--- src/can_cfg_defines.svh ---
// Offsets, field positions, reset values and codes of the CAN configuration block
`ifndef CAN_CFG_DEFINES_SVH
`define CAN_CFG_DEFINES_SVH

// ***************************************************
// Register byte offsets
// ***************************************************
`define OFS_PROTOCOL_SELECT 8'h00
`define OFS_NODE_ADDRESS 8'h04
`define OFS_BIT_RATE_SELECT 8'h08
`define OFS_BUS_OFF_POLICY 8'h0c
`define OFS_CONTROLLER_STATE 8'h10
`define OFS_RX_TELEGRAM_COUNT 8'h14
`define OFS_TX_TELEGRAM_COUNT 8'h18
`define OFS_BUS_OFF_COUNT 8'h1c
`define OFS_LOST_MESSAGE_COUNT 8'h20
`define OFS_COMM_STATUS 8'h24
`define OFS_NODE_STATE 8'h28
`define OFS_ACTIVE_CONFIG 8'h2c

// ***************************************************
// Reset values and codes
// ***************************************************
`define RST_PROTOCOL_SELECT 16'h0002
`define RST_NODE_ADDRESS 16'h003f
`define RST_BIT_RATE_SELECT 16'h0000
`define RST_BUS_OFF_POLICY 16'h0000
`define PROTO_CANOPEN 16'h0001
`define PROTO_DEVICENET 16'h0002
`define ADDR_CANOPEN_MIN 16'h0001
`define ADDR_CANOPEN_MAX 16'h007f
`define ADDR_DEVICENET_MAX 16'h003f
`define RATE_CODE_MAX 16'h0008
`define RATE_500K 16'h0002
`define RATE_250K 16'h0003
`define RATE_125K 16'h0004
`define POLICY_AUTO 16'h0001

// ***************************************************
// Field positions in the active configuration word
// ***************************************************
`define ACT_ADDR_LSB 0
`define ACT_RATE_LSB 8
`define ACT_PROTO_LSB 12
`define ACT_COMM_OFF_BIT 14

`endif

--- src/can_cfg_pkg.sv ---
// Types shared by the CAN configuration and status block
package can_cfg_pkg;

   typedef enum logic [2:0] {
      CTRL_ABSENT = 3'h0,
      CTRL_AUTOBAUD = 3'h1,
      CTRL_ACTIVE = 3'h2,
      CTRL_WARNING = 3'h3,
      CTRL_ERR_PASSIVE = 3'h4,
      CTRL_BUS_OFF = 3'h5,
      CTRL_NO_POWER = 3'h6
   } ctrl_code_t;

   typedef enum logic [3:0] {
      ST_OFF = 4'b0001,
      ST_BAUD = 4'b0010,
      ST_RUN = 4'b0100,
      ST_HALT = 4'b1000
   } link_state_t;

   // Events and levels reported by the CAN controller
   typedef struct packed {
      logic present;
      logic powered;
      logic rx_done;
      logic tx_done;
      logic rx_lost;
      logic warning;
      logic err_passive;
      logic bus_off;
      logic baud_found;
      logic [3:0] baud_code;
      logic [2:0] comm_status;
      logic [2:0] node_state;
   } ctrl_in_t;

   // Settings applied to the CAN controller
   typedef struct packed {
      logic [6:0] node_addr;
      logic [3:0] rate_code;
      logic autobaud;
      logic enable;
      logic restart;
   } ctrl_out_t;

endpackage

--- src/can_cfg_status.sv ---
// CAN interface configuration, supervision and statistics with an AXI4-Lite slave
//
// Behaviour
// - Address range depends on protocol, default 63
// - New address applied only unpowered/autobaud/power-up
// - Bit-rate codes 0..8, default 1 Mbit/s
// - CANopen: all rates fixed, never autobaud
// - DeviceNet: 500/250/125 fixed, else autobaud
// - New rate applied only unpowered/power-up
// - Detected rate overwrites setting; rerun needs rewrite
// - Manual policy: alarm, fault action, comm off
// - Automatic policy: restart, no alarm/fault action
// - Controller status codes 0..6
// - Autobaud status only under DeviceNet
// - Received telegram counter, 16 bit
// - Transmitted telegram counter, 16 bit
// - Counters clear at reset, wrap at max
// - Bus-off counter counts bus-off entries
// - Lost message counter, 16 bit
// - CANopen communication status codes 0..5
// - CANopen node state codes 0..4
// - Protocol 1=CANopen 2=DeviceNet, power-up only
`timescale 1ns/1ps
`include "can_cfg_defines.svh"

module can_cfg_status
   import can_cfg_pkg::*;
(
   input wire logic clk,
   input wire logic rst,
   input wire logic [7:0] s_axi_awaddr,
   input wire logic s_axi_awvalid,
   output logic s_axi_awready,
   input wire logic [31:0] s_axi_wdata,
   input wire logic [3:0] s_axi_wstrb,
   input wire logic s_axi_wvalid,
   output logic s_axi_wready,
   output logic [1:0] s_axi_bresp,
   output logic s_axi_bvalid,
   input wire logic s_axi_bready,
   input wire logic [7:0] s_axi_araddr,
   input wire logic s_axi_arvalid,
   output logic s_axi_arready,
   output logic [31:0] s_axi_rdata,
   output logic [1:0] s_axi_rresp,
   output logic s_axi_rvalid,
   input wire logic s_axi_rready,
   input wire ctrl_in_t ctrl_in,
   output ctrl_out_t ctrl_out,
   output logic bus_off_alarm,
   output logic comm_fault_action
);

   // ***************************************************
   // Functions
   // ***************************************************
   function automatic logic addr_ok(input logic [15:0] proto, input logic [15:0] a);
      if (proto == `PROTO_CANOPEN)
         addr_ok = (a >= `ADDR_CANOPEN_MIN) && (a <= `ADDR_CANOPEN_MAX);
      else
         addr_ok = (a <= `ADDR_DEVICENET_MAX);
   endfunction

   function automatic logic rate_is_fixed(input logic [15:0] proto, input logic [15:0] r);
      if (proto == `PROTO_CANOPEN)
         rate_is_fixed = 1'b1;
      else
         rate_is_fixed = (r == `RATE_500K) || (r == `RATE_250K) || (r == `RATE_125K);
   endfunction

   // ***************************************************
   // Registers
   // ***************************************************
   logic [15:0] protocol_select_q;
   logic [15:0] node_address_q;
   logic [15:0] bit_rate_select_q;
   logic [15:0] bus_off_policy_q;
   logic [15:0] act_proto_q;
   logic [6:0] act_addr_q;
   logic [3:0] act_rate_q;
   logic baud_pending_q;
   logic [15:0] cnt_q [4];
   logic bus_off_seen_q;
   link_state_t state_q;
   ctrl_code_t ctrl_code;
   logic aw_held_q;
   logic w_held_q;
   logic [7:0] awaddr_q;
   logic [31:0] wdata_q;
   logic [3:0] wstrb_q;
   logic wr_fire;
   logic bus_off_rise;
   logic halt_now;
   logic [15:0] wval;
   logic [3:0] evt;

   assign wr_fire = aw_held_q && w_held_q && !s_axi_bvalid;
   assign wval = wdata_q[15:0];
   assign bus_off_rise = ctrl_in.bus_off && !bus_off_seen_q;
   // Same condition as the move to the halted state, so alarm and enable switch together
   assign halt_now = bus_off_rise && bus_off_policy_q != `POLICY_AUTO && state_q == ST_RUN &&
      ctrl_in.powered;

   // ***************************************************
   // AXI4-Lite write channel
   // ***************************************************
   always_ff @(posedge clk) begin
      if (rst) begin
         aw_held_q <= 1'b0;
         w_held_q <= 1'b0;
         awaddr_q <= 8'h00;
         wdata_q <= 32'h00000000;
         wstrb_q <= 4'h0;
         s_axi_bvalid <= 1'b0;
         s_axi_bresp <= 2'h0;
      end else begin
         if (s_axi_awvalid && s_axi_awready) begin
            aw_held_q <= 1'b1;
            awaddr_q <= s_axi_awaddr;
         end
         if (s_axi_wvalid && s_axi_wready) begin
            w_held_q <= 1'b1;
            wdata_q <= s_axi_wdata;
            wstrb_q <= s_axi_wstrb;
         end
         if (wr_fire) begin
            aw_held_q <= 1'b0;
            w_held_q <= 1'b0;
            s_axi_bvalid <= 1'b1;
            s_axi_bresp <= (awaddr_q <= `OFS_ACTIVE_CONFIG && awaddr_q[1:0] == 2'h0)
               ? 2'h0 : 2'h3;
         end else if (s_axi_bvalid && s_axi_bready) begin
            s_axi_bvalid <= 1'b0;
         end
      end
   end

   always_ff @(posedge clk) begin
      if (rst) begin
         s_axi_awready <= 1'b0;
         s_axi_wready <= 1'b0;
      end else begin
         s_axi_awready <= !aw_held_q && !(s_axi_awvalid && s_axi_awready) && !s_axi_bvalid;
         s_axi_wready <= !w_held_q && !(s_axi_wvalid && s_axi_wready) && !s_axi_bvalid;
      end
   end

   // ***************************************************
   // Software settings
   // ***************************************************
   // Out-of-range writes are refused; a detected autobaud rate is stored without a range check
   always_ff @(posedge clk) begin
      if (rst) begin
         protocol_select_q <= `RST_PROTOCOL_SELECT;
         node_address_q <= `RST_NODE_ADDRESS;
         bit_rate_select_q <= `RST_BIT_RATE_SELECT;
         bus_off_policy_q <= `RST_BUS_OFF_POLICY;
         baud_pending_q <= 1'b0;
      end else begin
         if (wr_fire && wstrb_q[1:0] == 2'h3) begin
            if (awaddr_q == `OFS_PROTOCOL_SELECT &&
                (wval == `PROTO_CANOPEN || wval == `PROTO_DEVICENET))
               protocol_select_q <= wval;
            if (awaddr_q == `OFS_NODE_ADDRESS && addr_ok(protocol_select_q, wval))
               node_address_q <= wval;
            if (awaddr_q == `OFS_BIT_RATE_SELECT && wval <= `RATE_CODE_MAX)
               bit_rate_select_q <= wval;
            if (awaddr_q == `OFS_BUS_OFF_POLICY && wval <= `POLICY_AUTO)
               bus_off_policy_q <= wval;
         end
         if (state_q == ST_BAUD && ctrl_in.baud_found) begin
            bit_rate_select_q <= {12'h000, ctrl_in.baud_code};
            baud_pending_q <= 1'b0;
         end
         // rewrite of autobaud code rearms detection
         if (wr_fire && wstrb_q[1:0] == 2'h3 && awaddr_q == `OFS_BIT_RATE_SELECT &&
             wval <= `RATE_CODE_MAX && !rate_is_fixed(act_proto_q, wval))
            baud_pending_q <= 1'b1;
      end
   end

   // ***************************************************
   // Link supervision
   // ***************************************************
   always_ff @(posedge clk) begin
      if (rst) begin
         state_q <= ST_OFF;
      end else begin
         unique case (state_q)
            ST_OFF: begin
               if (ctrl_in.present && ctrl_in.powered)
                  // CANopen never autobauds; DeviceNet fixed set
                  state_q <= rate_is_fixed(act_proto_q, {12'h000, act_rate_q})
                     ? ST_RUN : ST_BAUD;
            end
            ST_BAUD: begin
               if (!ctrl_in.powered)
                  state_q <= ST_OFF;
               else if (ctrl_in.baud_found)
                  state_q <= ST_RUN;
            end
            ST_RUN: begin
               if (!ctrl_in.powered)
                  state_q <= ST_OFF;
               else if (bus_off_rise && bus_off_policy_q != `POLICY_AUTO)
                  state_q <= ST_HALT;
               else if (baud_pending_q)
                  state_q <= ST_BAUD;
            end
            // Only a power cycle (reset) leaves the halted state
            ST_HALT: state_q <= ST_HALT;
         endcase
      end
   end

   always_ff @(posedge clk) begin
      if (rst) begin
         act_proto_q <= `RST_PROTOCOL_SELECT;
         act_addr_q <= 7'h3f;
         act_rate_q <= 4'h0;
      end else begin
         // address taken while unpowered or in autobaud
         if (state_q == ST_OFF || state_q == ST_BAUD)
            act_addr_q <= node_address_q[6:0];
         if (state_q == ST_OFF)
            act_rate_q <= bit_rate_select_q[3:0];
         else if (state_q == ST_BAUD && ctrl_in.baud_found)
            act_rate_q <= ctrl_in.baud_code;
         if (state_q == ST_OFF && act_proto_q == `RST_PROTOCOL_SELECT &&
             !ctrl_in.present)
            act_proto_q <= protocol_select_q;
      end
   end

   // ***************************************************
   // Outputs to the controller and alarms
   // ***************************************************
   always_ff @(posedge clk) begin
      if (rst) begin
         ctrl_out <= '0;
         bus_off_alarm <= 1'b0;
         comm_fault_action <= 1'b0;
         bus_off_seen_q <= 1'b0;
      end else begin
         bus_off_seen_q <= ctrl_in.bus_off;
         ctrl_out.node_addr <= act_addr_q;
         ctrl_out.rate_code <= act_rate_q;
         ctrl_out.autobaud <= (state_q == ST_BAUD);
         ctrl_out.enable <= ((state_q == ST_RUN) && !halt_now) || (state_q == ST_BAUD);
         ctrl_out.restart <= bus_off_rise && bus_off_policy_q == `POLICY_AUTO &&
            state_q == ST_RUN;
         // alarm and fault action stay until power cycle
         if (halt_now) begin
            bus_off_alarm <= 1'b1;
            comm_fault_action <= 1'b1;
         end
      end
   end

   // ***************************************************
   // Controller status code
   // ***************************************************
   // status code priority; autobaud only under DeviceNet
   always_comb begin
      if (!ctrl_in.present)
         ctrl_code = CTRL_ABSENT;
      else if (!ctrl_in.powered)
         ctrl_code = CTRL_NO_POWER;
      else if (ctrl_in.bus_off || state_q == ST_HALT)
         ctrl_code = CTRL_BUS_OFF;
      else if (state_q == ST_BAUD && act_proto_q == `PROTO_DEVICENET)
         ctrl_code = CTRL_AUTOBAUD;
      else if (ctrl_in.err_passive)
         ctrl_code = CTRL_ERR_PASSIVE;
      else if (ctrl_in.warning)
         ctrl_code = CTRL_WARNING;
      else
         ctrl_code = CTRL_ACTIVE;
   end

   // ***************************************************
   // Statistics counters
   // ***************************************************
   assign evt = {ctrl_in.rx_lost, bus_off_rise, ctrl_in.tx_done, ctrl_in.rx_done};

   genvar gi;
   generate
      for (gi = 0; gi < 4; gi++) begin : g_cnt
         // clear on reset, natural 16-bit wrap
         always_ff @(posedge clk) begin
            if (rst)
               cnt_q[gi] <= 16'h0000;
            else if (evt[gi])
               cnt_q[gi] <= cnt_q[gi] + 16'h0001;
         end
      end
   endgenerate

   // ***************************************************
   // AXI4-Lite read channel
   // ***************************************************
   // status and counters have no write path
   always_ff @(posedge clk) begin
      if (rst) begin
         s_axi_arready <= 1'b0;
         s_axi_rvalid <= 1'b0;
         s_axi_rdata <= 32'h00000000;
         s_axi_rresp <= 2'h0;
      end else begin
         s_axi_arready <= !s_axi_rvalid && !(s_axi_arvalid && s_axi_arready);
         if (s_axi_arvalid && s_axi_arready) begin
            s_axi_rvalid <= 1'b1;
            s_axi_rresp <= 2'h0;
            s_axi_rdata <= 32'h00000000;
            unique case (s_axi_araddr)
               `OFS_PROTOCOL_SELECT: s_axi_rdata[15:0] <= protocol_select_q;
               `OFS_NODE_ADDRESS: s_axi_rdata[15:0] <= node_address_q;
               `OFS_BIT_RATE_SELECT: s_axi_rdata[15:0] <= bit_rate_select_q;
               `OFS_BUS_OFF_POLICY: s_axi_rdata[15:0] <= bus_off_policy_q;
               `OFS_CONTROLLER_STATE: s_axi_rdata[2:0] <= ctrl_code;
               `OFS_RX_TELEGRAM_COUNT: s_axi_rdata[15:0] <= cnt_q[0];
               `OFS_TX_TELEGRAM_COUNT: s_axi_rdata[15:0] <= cnt_q[1];
               `OFS_BUS_OFF_COUNT: s_axi_rdata[15:0] <= cnt_q[2];
               `OFS_LOST_MESSAGE_COUNT: s_axi_rdata[15:0] <= cnt_q[3];
               `OFS_COMM_STATUS: s_axi_rdata[2:0] <= ctrl_in.comm_status;
               `OFS_NODE_STATE: s_axi_rdata[2:0] <= ctrl_in.node_state;
               `OFS_ACTIVE_CONFIG: begin
                  s_axi_rdata[`ACT_ADDR_LSB +: 7] <= act_addr_q;
                  s_axi_rdata[`ACT_RATE_LSB +: 4] <= act_rate_q;
                  s_axi_rdata[`ACT_PROTO_LSB +: 2] <= act_proto_q[1:0];
                  s_axi_rdata[`ACT_COMM_OFF_BIT] <= (state_q == ST_HALT);
               end
               default: s_axi_rresp <= 2'h3;
            endcase
         end else if (s_axi_rvalid && s_axi_rready) begin
            s_axi_rvalid <= 1'b0;
         end
      end
   end

endmodule

--- config.mk ---
export PLATFORM = sky130hd
export DESIGN_NAME = can_cfg_status
export DESIGN_NICKNAME = d
export VERILOG_FILES = /design/src/can_cfg_pkg.sv /design/src/can_cfg_status.sv
export VERILOG_INCLUDE_DIRS = /design/src
export SDC_FILE = /design/constraint.sdc
export NUM_CORES = 1
export LEC_CHECK = 0
export BUFFER_PORTS_ARGS = -buffer_cell sky130_fd_sc_hd__clkbuf_2
export CAP_MARGIN = 20
export CELL_PAD_IN_SITES_DETAIL_PLACEMENT = 0
export CELL_PAD_IN_SITES_GLOBAL_PLACEMENT = 1
export CORE_ASPECT_RATIO = 0.8
export CORE_MARGIN = 1.5
export CORE_UTILIZATION = 40
export CTS_CLUSTER_DIAMETER = 150
export CTS_CLUSTER_SIZE = 40
export DETAILED_ROUTE_END_ITERATION = 6
export MAX_ROUTING_LAYER = met4
export PLACE_DENSITY_LB_ADDON = 0.1
export RECOVER_POWER = 25
export SLEW_MARGIN = 30
export SYNTH_ARGS = -nofsm -noshare
export SYNTH_HDL_FRONTEND = slang
export SYNTH_SLANG_ARGS = --single-unit
--- constraint.sdc ---
create_clock -name clk -period 2.4 [get_ports clk]
set_input_delay 0.72 -clock clk [delete_from_list [all_inputs] [get_ports clk]]
set_output_delay 0.72 -clock clk [all_outputs]
set_load 0.03 [all_outputs]
# [Word level (Yosys, flattened, before mapping)]
# Memory sizes are Yosys's and may differ from the RTL's.
# Index checks and enable logic that the tools add are counted.
[totals] reg_bits=165 mem_bits_rw=64 mem_count=1
[classes] n_addsub=4 order_cmp=6 n_eq_ne=34 mux=59 bitwise_logic=4 reduce_logical=71
[memory_table] name="cnt_q" depth=4 word_bits=16 rd=4 rd_ports_with_merged_regs=0 write_ports=4 line_no="can_cfg_status.sv:82" source="logic [15:0] cnt_q [4];"
[op_table] cell="16-bit by 1-bit adder with 16-bit output, second input constant" n=4
[op_table] cell="16-bit by 1-bit equality test with 1-bit output, second input constant" n=4
[op_table] cell="16-bit 2-to-1 mux" n=4
[op_table] cell="7-bit case mux with 9 select lines" n=1
[op_table] cell="16-bit by 2-bit equality test with 1-bit output, second input constant" n=3
[op_table] cell="4-bit 2-to-1 mux" n=11
[op_table] cell="3-bit case mux with 12 select lines" n=1
[op_table] cell="4-bit case mux with 9 select lines" n=1
[op_table] cell="1-bit logical AND" n=34
[op_table] cell="8-bit by 4-bit equality test with 1-bit output, second input constant" n=4
[op_table] cell="8-bit by 5-bit equality test with 1-bit output, second input constant" n=4
[op_table] cell="8-bit by 6-bit equality test with 1-bit output, second input constant" n=4
[op_table] cell="1-bit 2-to-1 mux" n=30
[op_table] cell="3-bit 2-to-1 mux" n=6
[op_table] cell="16-bit by 3-bit equality test with 1-bit output, second input constant" n=1
[op_table] cell="8-bit by 3-bit equality test with 1-bit output, second input constant" n=2
[op_table] cell="16-bit by 1-bit >= comparator with 1-bit output, second input constant" n=1
[op_table] cell="16-bit by 1-bit less-or-equal comparator with 1-bit output, second input constant" n=1
[op_table] cell="16-bit by 4-bit less-or-equal comparator with 1-bit output, second input constant" n=1
[op_table] cell="16-bit by 6-bit less-or-equal comparator with 1-bit output, second input constant" n=1
[op_table] cell="16-bit by 7-bit less-or-equal comparator with 1-bit output, second input constant" n=1
[op_table] cell="8-bit logical NOT" n=2
[op_table] cell="16-bit by 1-bit != test with 1-bit output, second input constant" n=1
[op_table] cell="1-bit case mux with 8 select lines" n=2
[op_table] cell="other kinds (20)" n=54

# [Longest topological paths before layout]
# Gate-level depths: netlist (run 1).
[logic_depth] ltp_word=10 ltp_mapped=8

# [Worst setup path after synthesis (run 1)]
# Ideal clock, no wire load.
[synth_path] path_type="input to register" start="input s_axi_araddr[4]" end="register s_axi_rdata[3]" t_arrival_ns=2.297 t_required_ns=2.331 path_slack_ns=0.034 cell_stages=7 n_path_buf=2 cell_sequence="clkbuf_1 -> or4b_1 -> clkbuf_1 -> nor2_1 -> a22oi_1 -> o211a_1 -> o21ai_1"
[synth_via] elab_chain_len=2 word_cells_on_any_way=10 classes_between="8 x eq/ne; 1 x mux; 1 x reduce/logical"
[synth_rtl] item="start, declared" line_no="can_cfg_status.sv:41" source="input wire logic [7:0] s_axi_araddr,"
[synth_rtl] item="8-bit by 6-bit equality test with 1-bit output (tied with other cells)" line_no="can_cfg_status.sv:315" source="unique case (s_axi_araddr)"
[synth_rtl] item="4-bit case mux with 9 select lines (*)" line_no="can_cfg_status.sv:315"
[synth_rtl] item="end signal, assigned" line_no="can_cfg_status.sv:316" source="`OFS_PROTOCOL_SELECT: s_axi_rdata[15:0] <= protocol_select_q;"
[synth_rtl] item="end signal, assigned" line_no="can_cfg_status.sv:317" source="`OFS_NODE_ADDRESS: s_axi_rdata[15:0] <= node_address_q;"
[synth_rtl] item="end signal, assigned" line_no="can_cfg_status.sv:318" source="`OFS_BIT_RATE_SELECT: s_axi_rdata[15:0] <= bit_rate_select_q;"
[synth_rtl] item="end, declared" line_no="can_cfg_status.sv:44" source="output logic [31:0] s_axi_rdata,"
# Mark *: on every way between the ends. The rest lies on a longest branch, timed or not.
# A chain may end at the register's enable or synchronous reset.

# [Final worst setup path (run 1)]
[layout_path] start="register wdata_q[10]" end="register bit_rate_select_q[15]"
[layout_via] elab_chain_len=3
[layout_rtl] item="start, declared" line_no="can_cfg_status.sv:89" source="logic [31:0] wdata_q;"
[layout_rtl] item="start signal, assigned" line_no="can_cfg_status.sv:123" source="wdata_q <= s_axi_wdata;"
[layout_rtl] item="16-bit by 4-bit less-or-equal comparator with 1-bit output (no source line)"
[layout_rtl] item="1-bit logical AND (no source line)"
[layout_rtl] item="2-bit AND reduction (no source line)"
[layout_rtl] item="end signal, assigned" line_no="can_cfg_status.sv:156" source="bit_rate_select_q <= `RST_BIT_RATE_SELECT;"
[layout_rtl] item="end signal, assigned" line_no="can_cfg_status.sv:167" source="bit_rate_select_q <= wval;"
[layout_rtl] item="end signal, assigned" line_no="can_cfg_status.sv:172" source="bit_rate_select_q <= {12'h000, ctrl_in.baud_code};"
[layout_rtl] item="end, declared" line_no="can_cfg_status.sv:76" source="logic [15:0] bit_rate_select_q;"
# Every way passes these cells.

==> results of run 1 <==
## per-stage QoR
step	utilization [%]	cell area [um2]	power (uW)	cells	TNS (ns)
2_1_floorplan	-	10500	5260	1109	0
3_5_place_dp	45.8	11700	5730	1553	-0.0436
5_1_grt	46.8	11900	7910	1565	0
6_report	46.8	11900	7570	1565	0
3_3_place_gp	45.8	11700	5730	1553	-0.0133
4_1_cts	46.8	11900	7640	1565	0
## placed cells by master (no fill, tap or decap), drive strengths merged, types with 17 or more instances in the layout
| cell type | instances |
|---|---|
| a21oi | 67 |
| and2 | 50 |
| buf | 66 |
| clkbuf | 114 |
| dfxtp | 163 |
| edfxtp | 64 |
| mux2 | 21 |
| mux2i | 26 |
| nand2 | 119 |
| nand3 | 46 |
| nand4 | 17 |
| nor2 | 112 |
| nor2b | 17 |
| nor3 | 23 |
| nor4 | 20 |
| o21ai | 39 |
| xnor2 | 20 |
| xor2 | 30 |
## worst paths after layout
kind                                                            to  slack, ns  cells after the start
worst max-delay path            bit_rate_select_q[15]$_SDFFE_PP0P_       0.13                      6
worst min-delay path                      wdata_q[11]$_SDFFE_PP0P_       0.44                      3
worst max register to register  bit_rate_select_q[15]$_SDFFE_PP0P_       0.13                      6
worst min register to register        s_axi_rdata[11]$_SDFFE_PP0P_       0.46                      2
## cell type report
type	count	area [um2]	share of cell area, %
well taps	351	439	3.68
multi-input cells	792	4930	41.4
repair buffers	169	1070	8.97
flip-flops and latches	227	5180	43.5
clock buffers	11	233	1.95
inverters	14	52.6	0.440
clock inverters	1	16.3	0.136
## power by group through the flow
stage	logic [uW]	clock network, uW	registers [uW]
after floorplan	825	0	4430
after global placement	1260	0	4470
after detailed placement	1260	0	4470
after CTS	1270	1990	4390
after global routing	1390	2110	4410
final	1260	1920	4380
## metal layers
metal | part of all wire [%] | track usage (%) | vias up
li1 | - | - | 4119
met1 | 53 | 35.3 | 3949
met2 | 41 | 31.4 | 215
met3 | 4.8 | 2.46 | 25
met4 | 1.6 | 4.02 | 0
met5 | 0 | - | -
## logic make-up after synthesis
kind of cell / count (synthesis) / synth area share (%)
buffers and inverters: 90 / 4.01
flip-flops: 227 / 49.5
multiplexers: 53 / 6.03
AND/OR/NAND/NOR: 480 / 24.0
AO/OA/AOI/OAI: 189 / 11.8
XOR/XNOR: 50 / 4.18
adder cells (fa/ha/maj): 4 / 0.478
other: 1 / 0.0358
## worst max-delay path: cells and delay by family, from the launching register on
| family | cells | cell delay, ns |
|---|---|---|
| DFF | 1 | 0.34 |
| and+or+nand+nor | 4 | 1.14 |
| buffers and inverters | 1 | 0.19 |
| AOI/OAI and AO/OA | 1 | 0.51 |
## repair_timing
item                       in CTS  in global routing
hold buffers                    0                  0
setup endpoints to repair       0                  4
hold endpoints to repair        0                  0
gates resized for setup         0                  1
## state kept, by name, indices dropped and copies added (netlist names), 16 cells and up
signal and flops:
cnt_q 64, protocol_select_q 16, wdata_q 16, bit_rate_select_q 16
s_axi_rdata 16, bus_off_policy_q 16, act_proto_q 16, node_address_q 16
==> impl_metrics.ini, run 1 <==
[status]
status = finished clean

[final_layout]
drive_gt1_share_pct = 18.9
antenna_cells = 0
nets = 1295
n_fill_cell = 2513
syn_to_final_growth_pct = 13.8

[clock_tree]
clk_latency_ns = 0.49
cts_made_buffers = 9
cts_setup_buffers = 0
clockBufferDepth = 3
clkTransAtPathRegs_ns = 0.14
htreeDepth = 1
cts_tree = built
root_buffer = clkbuf_16
clock_sinks = 227

[pwr]
powerDensity_mw_per_mm2 = 634
swShare_pct = 29.3
power.internal_uw = 5350
combPwrFrac_pct = 16.7
p_switching_uw = 2220
clockPowerShare_pct = 25.4
p_leak_uw = 0.00446
ir_drop_uv = 435
p_seq_share_pct = 57.9

[yosys]
avgSynthCellArea_um2 = 9.58
syn_inst = 1094
yosysSeqAreaShare_pct = 49.5
synth_edf_count = 64
synthFlopType = dfxtp_1
syn_area_mm2 = 0.0105
synth_most_common_cell = dfxtp_1
ys_top_cells_by_area = dfxtp_1 31%, edfxtp_1 18%, nand2_1 4.3%, nor2_1 3.6%, and2_1 2.9%
async_flop_share_pct = 0
synth_top_area_share_pct = 31.1
synth-warning-count = 0
synthDistinctLibCells = 74
yosys.area.top_type = dfxtp_1
yosys-top-cells-count = 163 x dfxtp_1, 119 x nand2_1, 101 x nor2_1
synth_seq_cells = 227

[placement]
dp_slack_ns = -0.0397
io_buffer_count = 100
gp_congestion = 0.897
hpwl_mm = 22.4

[timing]
worst_slack_ns = 0.130
holdWs_ns = 0.441
period_minus_slack_ns = 2.27
finClkSkew_ns = 0.0195
clock.fmax_mhz = 440
slew_headroom_pct = 21.5
period_share_pct = 94.6
rsz0062_at_grt = false
finalSetupViolCount = 0
slew_viol_final = 0
hold_viol = 0
tightest_slew_ns = 1.18

[detailed_routing]
drt-initial-drc-count = 710
drc = 0
dr.pass1.iters = 5
vias = 8308
ant_nets = 0
vias_per_cell = 5.31
wl_per_cell_um = 19.0
wirelength_mm = 29.7

[critical_path]
arrival_ns = 2.66
crit_start = wdata_q[10]$_SDFFE_PP0P_
crit_path_cell_trace = nor4_1, buf_4, nand3b_1, a2111o_1, and3_1, and2_1
crit_required_ns = 2.79
crit_path_end_kind = flop
start_kind = flop
crit_path_max_incr_delay_ns = 0.51
worstReg2RegStart = wdata_q[10]$_SDFFE_PP0P_
criticalPathCategory = flop to flop
crit_path_max_fanout = 12
critPathSlowestCell = a2111o_1

[die]
coreArea_mm2 = 0.0255
die-area_mm2 = 0.0272
rows = 52
die_h_um = 148
ios = 135
die_w_um = 184
start_util_pct = 41.1

[global_routing]
antenna_found_initial = 0
grt_pass1_wl_mm = 45.8
grt.total_usage_pct = 22.6
grt_remaining_overflow = 0
grt_pass1_vias = 7716
grt_max_degree = 55

[worst_hold_path]
hold_class = input port to flop
min_from = s_axi_wdata[11]

[flow_run]
drv_cap = 0
No activity file was read; power rests on OpenSTA's default activity.
==> run 2: changes to the inputs <==
HOLD_SLACK_MARGIN = 0.15   (was default)
PLACE_DENSITY_LB_ADDON = 0.3   (was 0.1)
SLEW_MARGIN = 20   (was 30)
==> run 2 against run 1 <==
Register-to-register slack gained 0.04 ns. Setup slack lost 0.030 ns. First-iteration DRC count grew 14%. Sequential power is essentially flat. Total power is essentially flat. Design area grew 0.16%. Via count grew 1.3%. Wire length shrank 2.5%. Highest routed layer unchanged.
==> impl_metrics.ini, run 2 (same netlist as run 1, synthesis figures left out) <==
[status]
status = finished clean

[final_layout]
final_cell_mix = 163 x dfxtp_1, 119 x nand2_1, 101 x nor2_1
nets = 1301
final_area_mm2 = 0.0119
syn_to_final_growth_pct = 14.0
final_common_cell = dfxtp_1
post-route-util_pct = 46.9
regMostFlops = cnt_q
antenna_cells = 0
drive_gt1_share_pct = 19.7
largest_register_ffs = 64

[critical_path]
criticalPathCategory = input port to flop
r2r_end = act_proto_q[11]$_SDFFE_PP0P_
crit_path_cell_trace = buf_4, clkbuf_2, nor2_1, nand2_1, o311ai_1
crit_path_end_kind = flop
worstReg2RegStart = act_proto_q[2]$_SDFFE_PP0P_
start_kind = input port
arrival_ns = 2.69
crit_path_max_incr_delay_ns = 0.87
critPathSlowestCell = nor2_1
reg2reg_slack_ns = 0.17
crit_required_ns = 2.79
crit_path_max_fanout = 45
worst-r2r-cell-count = 6

[placement]
gp_congestion = 0.896
hpwl_mm = 22.2
io_buffer_count = 100
place_area_mm2 = 0.0117

[clock_tree]
clock_sinks = 227
cts_made_buffers = 9
htreeDepth = 1
clkTransAtPathRegs_ns = 0.14
clk_latency_ns = 0.50
root_buffer = clkbuf_16
cts_tree = built
clockBufferDepth = 3

[die]
rows = 52
die_h_um = 148
die_w_um = 184
die-area_mm2 = 0.0272
start_util_pct = 41.1
ios = 135
coreArea_mm2 = 0.0255

[pwr]
p_leak_uw = 0.00448
ir_drop_uv = 410
powerDensity_mw_per_mm2 = 634

[timing]
period_share_pct = 95.9
slew_headroom_pct = 17.5
hold_viol = 0
rsz0062_at_grt = false
clock.fmax_mhz = 435
finClkSkew_ns = 0.0308
finalSetupViolCount = 0
slew_viol_final = 0
period_minus_slack_ns = 2.30
tightest_slew_ns = 1.24

[global_routing]
antenna_found_initial = 0
grt.total_usage_pct = 22.0
grt_remaining_overflow = 0
grt_pass1_vias = 7797
grt_pass1_wl_mm = 44.8
grt_max_degree = 51

[worst_hold_path]
hold_depth = 3
hold_class = input port to flop
min_from = s_axi_wdata[2]
min_to = wdata_q[2]$_SDFFE_PP0P_

[detailed_routing]
vias = 8420
dr.pass1.iters = 6
wirelength_mm = 28.9
drc = 0
wl_per_cell_um = 18.4
drt-initial-drc-count = 806
ant_nets = 0
vias_per_cell = 5.36

[flow_run]
drv_cap = 0
[run 2: changes by cell type in the layout (fill, tap and decap cells not counted), moves of 2 or more]
cell    previous run  this run
buf_4             61        71
buf_12             5         2
and2_0             1         3
and2_1            49        47
or2_0              3         1
[run 2: cell type report]
type                       instances  area (um2)
clock buffer                      11         233
clock inverter                     1        16.3
fill                            2537       13600
inverter                          14        52.6
multi-input combinational        792        4940
sequential                       227        5180
tap                              351         439
timing repair buffer             175        1080
[run 2: metrics by stage]
step / std cells / setup WS (ns) / total power [uW] / hold WS (ns) / setup TNS [ns]
floorplan: 1109 / 0.0338 / 5260 / 0.417 / 0
global placement: 1559 / -0.186 / 5730 / 0.434 / -0.422
detailed placement: 1559 / -0.173 / 5740 / 0.432 / -0.435
CTS: 1571 / 0.111 / 7620 / 0.426 / 0
global route: 1571 / 0.0190 / 7890 / 0.424 / 0
finish: 1571 / 0.0992 / 7570 / 0.435 / 0
[run 2: routing by layer]
metal	GRT usage [%]	part of all wire [%]
met3	2.71	5.9
met4	3.85	1.5
met2	30.6	41
met5	-	0
met1	34.2	51
[run 2: worst max-delay path by stage]
stage / from / to / slack, ns / depth (start not counted)
final: rst / s_axi_rdata[0]$_SDFFE_PP0P_ / 0.1 / 5
after global placement: s_axi_araddr[2] / s_axi_rdata[4]$_SDFFE_PP0P_ / -0.19 / 9
after detailed placement: s_axi_araddr[2] / s_axi_rdata[4]$_SDFFE_PP0P_ / -0.17 / 9
after floorplan: s_axi_araddr[4] / s_axi_rdata[3]$_SDFFE_PP0P_ / 0.03 / 7
after global routing: act_proto_q[11]$_SDFFE_PP0P_ / act_proto_q[11]$_SDFFE_PP0P_ / 0.02 / 6
after CTS: wdata_q[10]$_SDFFE_PP0P_ / bit_rate_select_q[8]$_SDFFE_PP0P_ / 0.11 / 6
[run 2: repair_timing]
action | CTS | global route
setup buffers | 0 | 0
endpoints found under the setup margin | 0 | 18
hold buffers | 0 | 0
resized for setup | 0 | 3
[run 2: where the power goes]
part	internal, uW	switching (uW)	leakage (uW)	total [uW]
sequential	4140	234	0.00203	4380
combinational	511	774	0.00233	1280
clock	717	1190	0.000121	1910
[run 2: critical path, delay by kind of cell]
family / cells / cell delay [ns]
AO/OA/AOI/OAI: 1 / 0.12
buffers and inverters: 2 / 0.77
AND/OR/NAND/NOR: 2 / 1.01
==> run 3: changes to the inputs <==
CAP_MARGIN = 25   (was 20)
REMOVE_ABC_BUFFERS = 1   (was default)
==> run 3 against run 2 <==
Wire length is 3.5% higher. Largest cell class unchanged. Utilization is 0.12 points lower. Via count increased by 1.2%.
==> impl_metrics.ini, run 3 (same netlist as run 1, synthesis figures left out) <==
[timing]
slew_headroom_pct = 30.1
clock.fmax_mhz = 457
hold_viol = 0
finClkSkew_ns = 0.0313
period_minus_slack_ns = 2.19
tightest_slew_ns = 1.04
finalSetupViolCount = 0
holdWs_ns = 0.438
slew_viol_final = 0
period_share_pct = 91.1
rsz0062_at_grt = false

[final_layout]
nets = 1300
syn_to_final_growth_pct = 13.7
regMostFlops = cnt_q
final_common_cell = dfxtp_1
antenna_cells = 0
final_cell_mix = 163 x dfxtp_1, 119 x nand2_1, 101 x nor2_1
largest_register_ffs = 64
drive_gt1_share_pct = 19.5

[detailed_routing]
wl_met3_mm = 2.07
met1_length_mm = 15.2
met2_length_mm = 12.4
drt-initial-drc-count = 883
vias_per_cell = 5.43
wl_per_cell_um = 19.1
vias = 8524
routed.top_layer = met4
wirelength_mm = 29.9
ant_nets = 0
drc = 0
dr.pass1.iters = 6

[global_routing]
grt_pass1_vias = 7860
grt_max_degree = 42
grt_remaining_overflow = 0
grt_pass1_wl_mm = 46.3
antenna_found_initial = 0
grt.total_usage_pct = 22.8

[critical_path]
worstReg2RegStart = wdata_q[10]$_SDFFE_PP0P_
worst-r2r-cell-count = 6
crit_required_ns = 2.78
reg2reg_slack_ns = 0.21
r2r_end = bit_rate_select_q[15]$_SDFFE_PP0P_
arrival_ns = 2.56
criticalPathCategory = flop to flop
cp-endpoint = bit_rate_select_q[15]$_SDFFE_PP0P_
crit_start = wdata_q[10]$_SDFFE_PP0P_
start_kind = flop
critPathSlowestCell = a2111o_1
crit_path_max_fanout = 12
crit_path_end_kind = flop
crit_path_cell_trace = nor4_1, buf_4, nand3b_1, a2111o_1, and3_2, and2_1
crit_path_max_incr_delay_ns = 0.48

[die]
die_h_um = 148
coreArea_mm2 = 0.0255
die_w_um = 184
rows = 52
start_util_pct = 41.1
ios = 135
die-area_mm2 = 0.0272

[clock_tree]
cts_made_buffers = 9
clkTransAtPathRegs_ns = 0.14
root_buffer = clkbuf_16
holdBufCountCts = 0
postCtsResizedCells = 0
clockBufferDepth = 3
cts_tree = built
htreeDepth = 1
cts_setup_buffers = 0
clock_sinks = 227
clk_latency_ns = 0.50

[placement]
hpwl_mm = 22.8
gp_congestion = 0.963
io_buffer_count = 100

[pwr]
ir_drop_uv = 436
p_leak_uw = 0.00446
totalPowerFinal_uw = 7600
powerDensity_mw_per_mm2 = 638

[worst_hold_path]
hold_class = input port to flop

[flow_run]
drv_cap = 0

[status]
status = finished clean
run 3: final cells by class:
cell class                 count  area (um2)
clock inverter                 1        16.3
sequential                   227        5180
fill                        2548       13600
clock buffer                  12         236
inverter                      14        52.6
tap                          351         439
timing repair buffer         174        1050
multi-input combinational    792        4940
run 3: how the worst min path moves through the flow:
stage	startpoint	endpoint	cells after the start
6_report	s_axi_wdata[8]	wdata_q[8]$_SDFFE_PP0P_	3
5_1_grt	s_axi_awaddr[0]	awaddr_q[0]$_SDFFE_PP0P_	3
4_1_cts	s_axi_awaddr[5]	awaddr_q[5]$_SDFFE_PP0P_	3
3_5_place_dp	w_held_q$_SDFFE_PP0P_	s_axi_wready$_SDFF_PP0_	1
3_3_place_gp	bit_rate_select_q[13]$_SDFFE_PP0P_	bit_rate_select_q[13]$_SDFFE_PP0P_	1
2_1_floorplan	aw_held_q$_SDFFE_PP0P_	s_axi_awready$_SDFF_PP0_	1
run 3: per-layer routing:
metal	global-route usage (%)	up-vias
li1	-	4131
met1	35.6	4088
met2	31.8	286
met3	2.91	19
met4	2.91	0
met5	-	-
run 3: worst max-delay path: cells and delay by family, from the launching register on:
family | cells | cell delay, ns
flops | 1 | 0.35
simple gates | 4 | 1.06
compound gates | 1 | 0.48
buf+inv | 1 | 0.20
run 3: power by group:
part	switching, uW	internal (uW)
Clock	1210	723
Combinational	777	487
Sequential	255	4140
Total	2250	5350
run 3: through the flow:
stage | setup TNS [ns] | utilization [%] | worst slack, ns | instances | cell area, um2
2_1_floorplan | 0 | - | 0.132 | 1033 | 10200
3_3_place_gp | -0.393 | 45.9 | -0.101 | 1558 | 11700
3_5_place_dp | -0.565 | 45.9 | -0.120 | 1558 | 11700
4_1_cts | 0 | 46.9 | 0.159 | 1571 | 12000
5_1_grt | 0 | 46.7 | 0.0545 | 1571 | 11900
6_report | 0 | 46.7 | 0.214 | 1571 | 11900
